===== src/pmc_pkg.sv =====
// Behaviour
// - resume with status-clear clears four wake flags
// - same resume also clears wakeup source bit one
// - status-clear zero keeps flags; resets zero, read/write
// - enable-clear set clears enables after remote resume
// - host-initiated resume never clears wakeup enables
// - unicast, perfect, frame, magic, broadcast enables spared
// - ready flag: normal state and configuration done
// - ready held low until watchdog if no clocks
// - two-bit suspend select field, default binary 10
// - deconfigure to unconfigured reloads suspend field 10
package pmc_pkg;
  // ==========================================================
  // register map
  localparam logic [11:0] PMC_PWR_CTL_OFF  = 12'h020;
  localparam logic [11:0] PMC_INT_STS_OFF  = 12'h024;
  localparam logic [11:0] PMC_INT_MASK_OFF = 12'h028;
  // ==========================================================
  // field positions
  localparam int PMC_CLR_STS_BIT = 9;
  localparam int PMC_CLR_EN_BIT  = 8;
  localparam int PMC_READY_BIT   = 7;
  localparam int PMC_SUSP_LSB    = 5;
  localparam int PMC_WAKEUP_SOURCE_FIELD_BIT1   = 1;
  // ==========================================================
  // reset values
  localparam logic       PMC_CLR_STS_RST = 1'h0;
  localparam logic       PMC_CLR_EN_RST  = 1'h1;
  localparam logic       PMC_READY_RST   = 1'h0;
  localparam logic [1:0] PMC_SUSP_RST    = 2'h2;
  localparam logic [2:0] PMC_INT_RST     = 3'h0;
  // interrupt bits: 0 resume done, 1 ready rose, 2 reload
  typedef enum logic [1:0] {
    PMC_SLEEP_STATE_A = 2'b00,
    PMC_SLEEP_STATE_B = 2'b01,
    PMC_SLEEP_STATE_C = 2'b10,
    PMC_SLEEP_STATE_D = 2'b11
  } pmc_sleep_e;
endpackage : pmc_pkg


===== src/pmc_power_ctl.sv =====
// Our own choice: the APB interface to the registers.
`timescale 1ns/1ps
module pmc_power_ctl (
  input  wire logic        pclk,
  input  wire logic        presetn,
  input  wire logic        psel,
  input  wire logic        penable,
  input  wire logic        pwrite,
  input  wire logic [11:0] paddr,
  input  wire logic [31:0] pwdata,
  output logic      [31:0] prdata,
  output logic             pready,
  output logic             pslverr,
  input  wire logic        resume_done,
  input  wire logic        resume_remote,
  input  wire logic        state_normal,
  input  wire logic        config_done,
  input  wire logic        phy_clk_present,
  input  wire logic        watchdog_expired,
  input  wire logic        deconfigure,
  output logic             clr_wake_status,
  output logic             clr_wakeup_source_bit1,
  output logic             clr_other_wake_en,
  output logic      [1:0]  sleep_state_sel,
  output logic             irq
);
  // ==========================================================
  // bus decode
  logic sel_ctl;
  logic sel_sts;
  logic sel_mask;
  logic unmapped;
  pmc_apb_dec u_dec (
    .paddr    (paddr),
    .sel_ctl  (sel_ctl),
    .sel_sts  (sel_sts),
    .sel_mask (sel_mask),
    .unmapped (unmapped)
  );
  logic setup;
  logic wr;
  assign setup = psel && !penable;
  assign wr    = psel && penable && pready && pwrite;

  // ==========================================================
  // control state
  logic       clr_sts_ff;
  logic       clr_en_ff;
  logic [1:0] susp_ff;
  logic       ready_ff;
  logic       clr_ws_ff;
  logic       clr_src_ff;
  logic       clr_en_o_ff;
  logic       nxt_clr_sts;
  logic       nxt_clr_en;
  logic [1:0] nxt_susp;
  logic       nxt_ready;
  logic       nxt_clr_ws;
  logic       nxt_clr_src;
  logic       nxt_clr_en_o;
  logic [2:0] int_mask_ff;
  logic [2:0] nxt_int_mask;
  logic [2:0] int_sts;
  logic [2:0] int_set;
  logic [2:0] int_clr;

  always_comb begin
    nxt_clr_sts  = clr_sts_ff;
    nxt_clr_en   = clr_en_ff;
    nxt_susp     = susp_ff;
    nxt_int_mask = int_mask_ff;
    if (wr && sel_ctl) begin
      nxt_clr_sts = pwdata[pmc_pkg::PMC_CLR_STS_BIT];
      nxt_clr_en  = pwdata[pmc_pkg::PMC_CLR_EN_BIT];
      nxt_susp    = pwdata[pmc_pkg::PMC_SUSP_LSB +: 2];
    end
    // deconfigure beats a same-cycle write so the unconfigured state stays legal
    if (deconfigure) begin
      nxt_susp = pmc_pkg::PMC_SLEEP_STATE_C;
    end
    if (wr && sel_mask) begin
      nxt_int_mask = pwdata[2:0];
    end
    // one-cycle clear strobes to the wakeup status and enable logic
    nxt_clr_ws   = resume_done && clr_sts_ff;
    nxt_clr_src  = resume_done && clr_sts_ff;
    // remote resume only; spared enables are simply not driven here
    nxt_clr_en_o = resume_done && resume_remote && clr_en_ff;
    // without phy clocks the flag waits for the watchdog
    nxt_ready    = state_normal && config_done && (phy_clk_present || watchdog_expired);
  end

  always_comb begin
    int_set = {deconfigure, nxt_ready && !ready_ff, resume_done};
    int_clr = (wr && sel_sts) ? pwdata[2:0] : 3'h0;
  end

  pmc_sticky u_sticky (
    .pclk    (pclk),
    .presetn (presetn),
    .set_i   (int_set),
    .clr_i   (int_clr),
    .sts_ff  (int_sts)
  );

  always_ff @(posedge pclk or negedge presetn) begin
    if (!presetn) begin
      clr_sts_ff  <= pmc_pkg::PMC_CLR_STS_RST;
      clr_en_ff   <= pmc_pkg::PMC_CLR_EN_RST;
      susp_ff     <= pmc_pkg::PMC_SUSP_RST;
      ready_ff    <= pmc_pkg::PMC_READY_RST;
      clr_ws_ff   <= 1'h0;
      clr_src_ff  <= 1'h0;
      clr_en_o_ff <= 1'h0;
      int_mask_ff <= pmc_pkg::PMC_INT_RST;
    end else begin
      clr_sts_ff  <= nxt_clr_sts;
      clr_en_ff   <= nxt_clr_en;
      susp_ff     <= nxt_susp;
      ready_ff    <= nxt_ready;
      clr_ws_ff   <= nxt_clr_ws;
      clr_src_ff  <= nxt_clr_src;
      clr_en_o_ff <= nxt_clr_en_o;
      int_mask_ff <= nxt_int_mask;
    end
  end

  // ==========================================================
  // control and status checks
  clr_sts_wr_a : assert property (@(posedge pclk) disable iff (!presetn)
    wr && sel_ctl |=> clr_sts_ff == $past(pwdata[pmc_pkg::PMC_CLR_STS_BIT]))
    else $error("status-clear bit write lost");

  clr_en_wr_a : assert property (@(posedge pclk) disable iff (!presetn)
    wr && sel_ctl |=> clr_en_ff == $past(pwdata[pmc_pkg::PMC_CLR_EN_BIT]))
    else $error("enable-clear bit write lost");

  ctl_hold_a : assert property (@(posedge pclk) disable iff (!presetn)
    !(wr && sel_ctl) |=> $stable(clr_sts_ff) && $stable(clr_en_ff))
    else $error("control bits changed without write");

  susp_hold_a : assert property (@(posedge pclk) disable iff (!presetn)
    !(wr && sel_ctl) && !deconfigure |=> $stable(susp_ff))
    else $error("suspend field changed without cause");

  ready_phy_a : assert property (@(posedge pclk) disable iff (!presetn)
    state_normal && config_done && phy_clk_present |=> ready_ff)
    else $error("ready flag not set");

  ready_late_a : assert property (@(posedge pclk) disable iff (!presetn)
    state_normal && config_done && watchdog_expired |=> ready_ff)
    else $error("ready flag not set after watchdog");

  ready_low_a : assert property (@(posedge pclk) disable iff (!presetn)
    !(state_normal && config_done) |=> !ready_ff)
    else $error("ready flag set outside normal state");

  status_cause_a : assert property (@(posedge pclk) disable iff (!presetn)
    clr_wake_status |-> $past(resume_done && clr_sts_ff))
    else $error("status clear without resume");

  en_cause_a : assert property (@(posedge pclk) disable iff (!presetn)
    clr_other_wake_en |-> $past(resume_done && resume_remote && clr_en_ff))
    else $error("enable clear without remote resume");

  en_keep_a : assert property (@(posedge pclk) disable iff (!presetn)
    resume_done && !clr_en_ff |=> !clr_other_wake_en)
    else $error("enables cleared while option off");

  sts_resume_a : assert property (@(posedge pclk) disable iff (!presetn)
    resume_done |=> int_sts[0])
    else $error("resume event not latched");

  sts_reload_a : assert property (@(posedge pclk) disable iff (!presetn)
    deconfigure |=> int_sts[2])
    else $error("reload event not latched");

  // set wins, so only a clear with no new event must drop the bit
  sts_clear_a : assert property (@(posedge pclk) disable iff (!presetn)
    wr && sel_sts && pwdata[0] && !resume_done |=> !int_sts[0])
    else $error("status bit not cleared by write");

  mask_wr_a : assert property (@(posedge pclk) disable iff (!presetn)
    wr && sel_mask |=> int_mask_ff == $past(pwdata[2:0]))
    else $error("mask write lost");

  // ==========================================================
  // bus answer, outputs
  logic [31:0] prdata_ff;
  logic        pready_ff;
  logic        pslverr_ff;
  logic        irq_ff;
  logic [31:0] nxt_prdata;
  logic        nxt_pready;
  logic        nxt_pslverr;
  logic        nxt_irq;

  always_comb begin
    nxt_prdata  = 32'h0000_0000;
    nxt_pready  = setup;
    nxt_pslverr = setup && unmapped;
    if (setup && !pwrite) begin
      if (sel_ctl) begin
        // upper bits stay zero
        nxt_prdata[pmc_pkg::PMC_CLR_STS_BIT]   = clr_sts_ff;
        nxt_prdata[pmc_pkg::PMC_CLR_EN_BIT]    = clr_en_ff;
        nxt_prdata[pmc_pkg::PMC_READY_BIT]     = ready_ff;
        nxt_prdata[pmc_pkg::PMC_SUSP_LSB +: 2] = susp_ff;
      end else if (sel_sts) begin
        nxt_prdata[2:0] = int_sts;
      end else if (sel_mask) begin
        nxt_prdata[2:0] = int_mask_ff;
      end
    end
    nxt_irq = |(int_sts & int_mask_ff);
  end

  always_ff @(posedge pclk or negedge presetn) begin
    if (!presetn) begin
      prdata_ff  <= 32'h0000_0000;
      pready_ff  <= 1'h0;
      pslverr_ff <= 1'h0;
      irq_ff     <= 1'h0;
    end else begin
      prdata_ff  <= nxt_prdata;
      pready_ff  <= nxt_pready;
      pslverr_ff <= nxt_pslverr;
      irq_ff     <= nxt_irq;
    end
  end

  // ==========================================================
  // bus and interrupt checks
  pready_pulse_a : assert property (@(posedge pclk) disable iff (!presetn)
    pready |=> !pready)
    else $error("ready longer than one cycle");

  pready_setup_a : assert property (@(posedge pclk) disable iff (!presetn)
    pready |-> $past(psel && !penable))
    else $error("ready without setup");

  err_ready_a : assert property (@(posedge pclk) disable iff (!presetn)
    pslverr |-> pready)
    else $error("error outside answer");

  err_unmapped_a : assert property (@(posedge pclk) disable iff (!presetn)
    pready && $past(unmapped) |-> pslverr)
    else $error("unmapped access not flagged");

  rdata_idle_a : assert property (@(posedge pclk) disable iff (!presetn)
    !pready |-> prdata == 32'h0000_0000)
    else $error("read data outside answer");

  rdata_ctl_a : assert property (@(posedge pclk) disable iff (!presetn)
    pready && $past(sel_ctl && !pwrite) |-> prdata[9:5] == $past({clr_sts_ff, clr_en_ff, ready_ff, susp_ff}))
    else $error("control read data wrong");

  irq_high_a : assert property (@(posedge pclk) disable iff (!presetn)
    |(int_sts & int_mask_ff) |=> irq)
    else $error("interrupt not raised");

  irq_low_a : assert property (@(posedge pclk) disable iff (!presetn)
    !(|(int_sts & int_mask_ff)) |=> !irq)
    else $error("interrupt without unmasked status");

  assign prdata                 = prdata_ff;
  assign pready                 = pready_ff;
  assign pslverr                = pslverr_ff;
  assign irq                    = irq_ff;
  assign clr_wake_status        = clr_ws_ff;
  assign clr_wakeup_source_bit1 = clr_src_ff;
  assign clr_other_wake_en      = clr_en_o_ff;
  assign sleep_state_sel        = susp_ff;

  // ==========================================================
  // checks
  clr_status_a : assert property (@(posedge pclk) disable iff (!presetn)
    resume_done && clr_sts_ff |=> clr_wake_status && clr_wakeup_source_bit1)
    else $error("status clear missed");
  keep_status_a : assert property (@(posedge pclk) disable iff (!presetn)
    !(resume_done && clr_sts_ff) |=> !clr_wake_status)
    else $error("status cleared without cause");
  src_clear_a : assert property (@(posedge pclk) disable iff (!presetn)
    clr_wakeup_source_bit1 == clr_wake_status)
    else $error("source clear mismatch");
  en_clear_a : assert property (@(posedge pclk) disable iff (!presetn)
    resume_done && resume_remote && clr_en_ff |=> clr_other_wake_en)
    else $error("enable clear missed");
  host_resume_a : assert property (@(posedge pclk) disable iff (!presetn)
    !(resume_done && resume_remote) |=> !clr_other_wake_en)
    else $error("enables cleared on host resume");
  ready_flag_a : assert property (@(posedge pclk) disable iff (!presetn)
    ready_ff |-> $past(state_normal) && $past(config_done))
    else $error("ready without normal state");
  ready_wdog_a : assert property (@(posedge pclk) disable iff (!presetn)
    !phy_clk_present && !watchdog_expired |=> !ready_ff)
    else $error("ready before watchdog");
  susp_reload_a : assert property (@(posedge pclk) disable iff (!presetn)
    deconfigure |=> sleep_state_sel == pmc_pkg::PMC_SLEEP_STATE_C)
    else $error("suspend field not reloaded");
  susp_write_a : assert property (@(posedge pclk) disable iff (!presetn)
    wr && sel_ctl && !deconfigure |=> sleep_state_sel == $past(pwdata[6:5]))
    else $error("suspend field write lost");
  upper_zero_a : assert property (@(posedge pclk) disable iff (!presetn)
    prdata[31:10] == 22'h0)
    else $error("upper bits not zero");
  sts_ready_a : assert property (@(posedge pclk) disable iff (!presetn)
    $rose(ready_ff) |-> int_sts[1])
    else $error("ready rise not latched");
endmodule : pmc_power_ctl


===== src/pmc_sticky.sv =====
`timescale 1ns/1ps
module pmc_sticky (
  input  wire logic       pclk,
  input  wire logic       presetn,
  input  wire logic [2:0] set_i,
  input  wire logic [2:0] clr_i,
  output logic      [2:0] sts_ff
);
  logic [2:0] nxt_sts;
  // set wins over a same-cycle clear
  always_comb begin
    nxt_sts = (sts_ff & ~clr_i) | set_i;
  end
  always_ff @(posedge pclk or negedge presetn) begin
    if (!presetn) begin
      sts_ff <= pmc_pkg::PMC_INT_RST;
    end else begin
      sts_ff <= nxt_sts;
    end
  end
endmodule : pmc_sticky


===== src/pmc_apb_dec.sv =====
`timescale 1ns/1ps
module pmc_apb_dec (
  input  wire logic [11:0] paddr,
  output logic             sel_ctl,
  output logic             sel_sts,
  output logic             sel_mask,
  output logic             unmapped
);
  always_comb begin
    sel_ctl  = (paddr == pmc_pkg::PMC_PWR_CTL_OFF);
    sel_sts  = (paddr == pmc_pkg::PMC_INT_STS_OFF);
    sel_mask = (paddr == pmc_pkg::PMC_INT_MASK_OFF);
    unmapped = !(sel_ctl || sel_sts || sel_mask);
  end
endmodule : pmc_apb_dec


===== config.mk =====
export PLATFORM = sky130hd
export DESIGN_NAME = pmc_power_ctl
export DESIGN_NICKNAME = d
export VERILOG_FILES = /design/src/pmc_pkg.sv /design/src/pmc_power_ctl.sv /design/src/pmc_sticky.sv /design/src/pmc_apb_dec.sv
export SDC_FILE = /design/constraint.sdc
export NUM_CORES = 1
export LEC_CHECK = 0
export BUFFER_PORTS_ARGS = -buffer_cell sky130_fd_sc_hd__clkbuf_2
export CORE_MARGIN = 4
export CORE_UTILIZATION = 40
export DETAILED_ROUTE_END_ITERATION = 6
export GPL_ROUTABILITY_DRIVEN = 0
export PLACE_DENSITY_LB_ADDON = 0.3
export SYNTH_ARGS = -nofsm -noshare
export SYNTH_HDL_FRONTEND = slang
export SYNTH_HIERARCHICAL = 1
export SYNTH_SLANG_ARGS = --single-unit

===== constraint.sdc =====
create_clock -name pclk -period 2.3 [get_ports pclk]
set_input_delay 0.46 -clock pclk [delete_from_list [all_inputs] [get_ports pclk]]
set_output_delay 0.46 -clock pclk [all_outputs]
set_load 0.02 [all_outputs]

# Word-level counts from Yosys, hierarchy flattened
# Cells that the tools add are included.
word_totals:
  word_cells: 52
  reg_bits: 24
  in_bits: 56
  out_inout_bits: 40
op_classes:
  bitwise: 4
  n_eq_ne: 3
  reduce_logical: 24
  mux: 9
ops:
  columns: ["cell", "n"]
  rows:
  - ["$eq A12 B6 Y1 const B", 3]
  - ["$logic_and A1 B1 Y1", 15]
  - ["$mux W3", 5]
  - ["$mux W5", 2]
  - ["$and A3 B3 Y3", 2]
  - ["$logic_not A1 Y1", 4]
  - ["$mux W2", 2]
  - ["$logic_or A1 B1 Y1", 3]
  - ["$not A3 Y3", 1]
  - ["$or A3 B3 Y3", 1]
  - ["$reduce_or A3 Y1", 1]
  - ["$reduce_bool A2 Y1", 1]

# Depth between registers and ports, before layout
depth:
  word_depth: 8
  ltp_mapped: 5
  mapped_depth_nobuf: 5

# Modules after synthesis
# The synthesis kept the hierarchy.
modules_own_cells:
  columns: ["module", "area_each_um2", "seq_area_each_um2", "n_inst", "cells_each"]
  rows:
  - ["pmc_power_ctl", 1023.5, 528.0, 1, 86]
  - ["pmc_sticky", 108.9, 75.1, 1, 9]
  - ["pmc_apb_dec", 72.6, 0.0, 1, 10]

# Least setup slack after synthesis
# Ideal clock, no wire load.
synth_timing:
  path_kind: "input-to-reg"
  start: "input port paddr[1]"
  end: "register u_sticky.sts_ff[1]"
  t_arrival_ns: 2.102
  setup_slack_ns: 0.080
  path_buffers: 0
  required_time_ns: 2.182
  setup_time_ns: 0.118
  cell_stages: 5
  cell_sequence: "or4_1 nor4_1 and3_1 inv_1 a21o_1"
synth_between:
  elab_chain_cells: 6
synth_rtl:
  columns: ["item", "line", "text"]
  rows:
  - ["start, declared", "pmc_power_ctl.sv:9", "input wire logic [11:0] paddr,"]
  - ["$eq A12 B6 Y1", "pmc_apb_dec.sv:11", "sel_sts = (paddr == pmc_pkg::PMC_INT_STS_OFF);"]
  - ["via sel_sts", "pmc_power_ctl.sv:30", "logic sel_sts;"]
  - ["$logic_and A1 B1 Y1", "pmc_power_ctl.sv:95", "int_clr = (wr && sel_sts) ? pwdata[2:0] : 3'h0;"]
  - ["$mux W3", "pmc_power_ctl.sv:95", null]
  - ["via int_clr[1]", "pmc_power_ctl.sv:65", "logic [2:0] int_clr;"]
  - ["$not A3 Y3", "pmc_sticky.sv:12", "nxt_sts = (sts_ff & ~clr_i) | set_i;"]
  - ["$and A3 B3 Y3", "pmc_sticky.sv:12", null]
  - ["$or A3 B3 Y3", "pmc_sticky.sv:12", null]
  - ["via u_sticky.nxt_sts[1]", "pmc_sticky.sv:9", "logic [2:0] nxt_sts;"]
  - ["end signal, assigned", "pmc_sticky.sv:16", "sts_ff <= pmc_pkg::PMC_INT_RST;"]
  - ["end signal, assigned", "pmc_sticky.sv:18", "sts_ff <= nxt_sts;"]
  - ["end, declared", "pmc_sticky.sv:7", "output logic [2:0] sts_ff"]
# The timed path passes the listed nets, and every way through them passes these cells.
# A chain may end at the register's enable or synchronous reset.

# Final worst setup path
layout_timing:
  start: "input port paddr[1]"
  end: "register clr_sts_ff"
layout_between:
  elab_chain_cells: 2
layout_rtl:
  columns: ["item", "line", "text"]
  rows:
  - ["$eq A12 B6 Y1", "pmc_apb_dec.sv:10", "sel_ctl = (paddr == pmc_pkg::PMC_PWR_CTL_OFF);"]
  - ["via sel_ctl", "pmc_power_ctl.sv:29", "logic sel_ctl;"]
  - ["$logic_and A1 B1 Y1", "pmc_power_ctl.sv:72", "if (wr && sel_ctl) begin"]
  - ["end signal, assigned", "pmc_power_ctl.sv:108", "clr_sts_ff <= pmc_pkg::PMC_CLR_STS_RST;"]
  - ["end signal, assigned", "pmc_power_ctl.sv:117", "clr_sts_ff <= nxt_clr_sts;"]
  - ["end, declared", "pmc_power_ctl.sv:47", "logic clr_sts_ff;"]
# The timed path passes the listed nets, and every way through them passes these cells.

==> flow_summary.ini <==
[route]
drt-met1-wl_um = 849
first_iter_violations = 15
wl_per_cell_um = 11.27
drt-total-wl_mm = 2.107
postRouteAntennaNets = 0
wl_met3_um = 235
drt-vias-per-instance = 4.631
top_layer = met4
drc = 0
wl_met2_um = 960
num_vias = 866
firstDrtPassIters = 4

[cts]
cts_tree = built
cts.hold.buffers_added = 0
cts_root_buf = clkbuf_4
clk_latency_ps = 310
clkTransAtPathRegs_ps = 120
cts_resized = 0
htreeDepth = 1
cts_buffers = 3
cts.sinks = 24
cts_buffer_depth = 2
cts_setup_buffers = 0

[min_path]
hold_path_class = input port to asynchronous set/reset pin

[final_layout]
n_fill_cell = 263
fin_nets = 213
syn_to_final_growth_pct = 17.96
diodes = 0
final-instance-count-excl-fill = 187
drive_gt1_share_pct = 41.67

[timing]
skew_ps = 1.240
max_freq_ghz = 0.5495
finalCriticalPeriod_ps = 1820
timing_worst_slew_pin_value_ps = 584.2
tns_ps = 0
report.final.slew_viol_count = 0
hold_viol = 0
rsz0062_at_grt = no
finalSetupViolations = 0
slew_headroom_pct = 61.06
period_share_pct = 79.12

[yosys]
netlist_instances = 105
ys_seq_area_share_pct = 50.05
yosys_warnings = 6
yosysMostFrequentCell = buf_4
async_flop_share_pct = 100.0
synth-edff-count = 0
synth_top_area_cell = dfrtp_1
yosysUniqueCellTypes = 33
avgSynthCellArea_um2 = 11.48
ys.flop_type = dfrtp_1
ys_ff_latch = 24
yosysTopAreaCellShare_pct = 45.69
synth_area_um2 = 1205
yosys-top-cells-count = buf_4 (25), dfrtp_1 (22), and2_1 (6), and3_1 (5)
synth.area.top_cells = dfrtp_1 (46%), buf_4 (16%), dfstp_2 (4.4%)

[setup_path]
end_kind = flip-flop
critPathMaxFanout = 4
startpoint_type = input port
r2r_start = pready
timing.critical_path.from = paddr[1]
worst-r2r-setup-slack_ps = 1130
required_ps = 2510
path_class = input port to flip-flop
cp.arrival_ps = 2030

[floorplanning]
die_x_um = 62.89
fp-row-count = 19
initial_core_util_pct = 42.59
die_area_um2 = 3955
ios = 96
die_y_um = 62.89
core_area_um2 = 2829

[power_and_ir_drop]
powerDensity_nw_per_um2 = 493.5
vdd.ir_drop.worst_v = 0.0001633
total_leakage_power_uw = 0.0007967

[global_routing]
antenna_found_initial = 0
track_usage_pct = 11.58
grt_pass1_wl_mm = 3.615
grt_start_max_net_pins = 25
grt_pass1_vias = 875
grt-ovfl-total = 0

[placed_design]
hpwl_mm = 1.751
placedCellCount = 183
io_buffers = 46

[flow_run]
maxCapViolCount = 0

[outcome]
outcome = finished, final reports clean
## through the flow
| step | hold slack, ps | util [%] | worst slack, ps | power [uW] | instance area, um^2 |
|---|---|---|---|---|---|
| after floorplan | 164.4 | - | 80.17 | 513.5 | 1291 |
| after global placement | 475.3 | 49.31 | 134.3 | 520.3 | 1395 |
| after detailed placement | 478.1 | 49.31 | 120.8 | 521.6 | 1395 |
| after CTS | 130.0 | 50.24 | 465.7 | 708.1 | 1421 |
| after global routing | 152.5 | 50.24 | 446.1 | 738.9 | 1421 |
| final | 120.0 | 50.24 | 480.2 | 701.4 | 1421 |
## layout by cell type, fill, tap and decap left out, types with 2 or more instances in the layout
cell,count
clkbuf_2,46
conb_1,24
dfrtp_1,22
and2_1,6
and3_1,5
inv_1,4
nand2b_1,4
nor2_1,3
mux2_1,3
clkbuf_4,3
buf_4,3
a21o_1,3
nor2b_1,2
a22oi_1,2
nand2_2,2
mux2_4,2
dfstp_2,2
nor4_1,2
## layout make-up
type                    count  area, um^2  share of cell area (%)
flip-flops and latches     24       603.1                   42.43
multi-input cells          75       485.5                   34.16
repair buffers             49       252.7                   17.78
well taps                  31       38.79                   2.729
clock buffers               4       26.28                   1.849
inverters                   4       15.01                   1.056
## power breakdown
part	leakage, uW	total [uW]	internal, uW	switching, uW
Clock	0.0000150	188	67.8	120
Sequential	0.000310	426	425	1.26
Combinational	0.000472	87.6	26.8	60.7
Total	0.000797	701	519	182
## sequential cells by signal, summed over array words and instances, names as in the netlist
| name | cells |
|---|---|
| clr_other_wake_en | 1 |
| int_mask_ff | 3 |
| clr_en_ff | 1 |
| pready | 1 |
| ready_ff | 1 |
| clr_sts_ff | 1 |
| prdata | 8 |
| pslverr | 1 |
| sleep_state_sel | 2 |
| irq | 1 |
| clr_wakeup_source_bit1 | 1 |
| u_sticky/sts_ff | 3 |
## kinds of logic after synthesis
group,count (synthesis),synth area share [%]
buffers and inverters,29,16.82
multiplexers,6,6.127
AO/OA/AOI/OAI,10,7.165
flip-flops,24,50.05
AND/OR/NAND/NOR,35,19.52
other,1,0.3112
## worst max-delay path, stage by stage
cell and delay, ps:
clkbuf_2 70, or4_1 590, nor4b_1 330, buf_4 180, nand2_2 90, mux2_4 300
## metal layers
layer	up-vias	GRT usage, %
met5	-	0
met4	0	7.438
met3	5	3.597
met2	57	18.97
met1	392	12.90
li1	412	-
## worst paths after layout
| check | endpoint | cells past startpoint |
|---|---|---|
| hold / removal | clr_sts_ff | 1 |
| setup reg to reg | clr_sts_ff | 3 |
| min in group pclk | pready | 2 |
| hold reg to reg | prdata[7] | 1 |
| max in group asynchronous | prdata[1] | 1 |
| setup / recovery | clr_sts_ff | 6 |
Power figures use the tool's default switching activity.
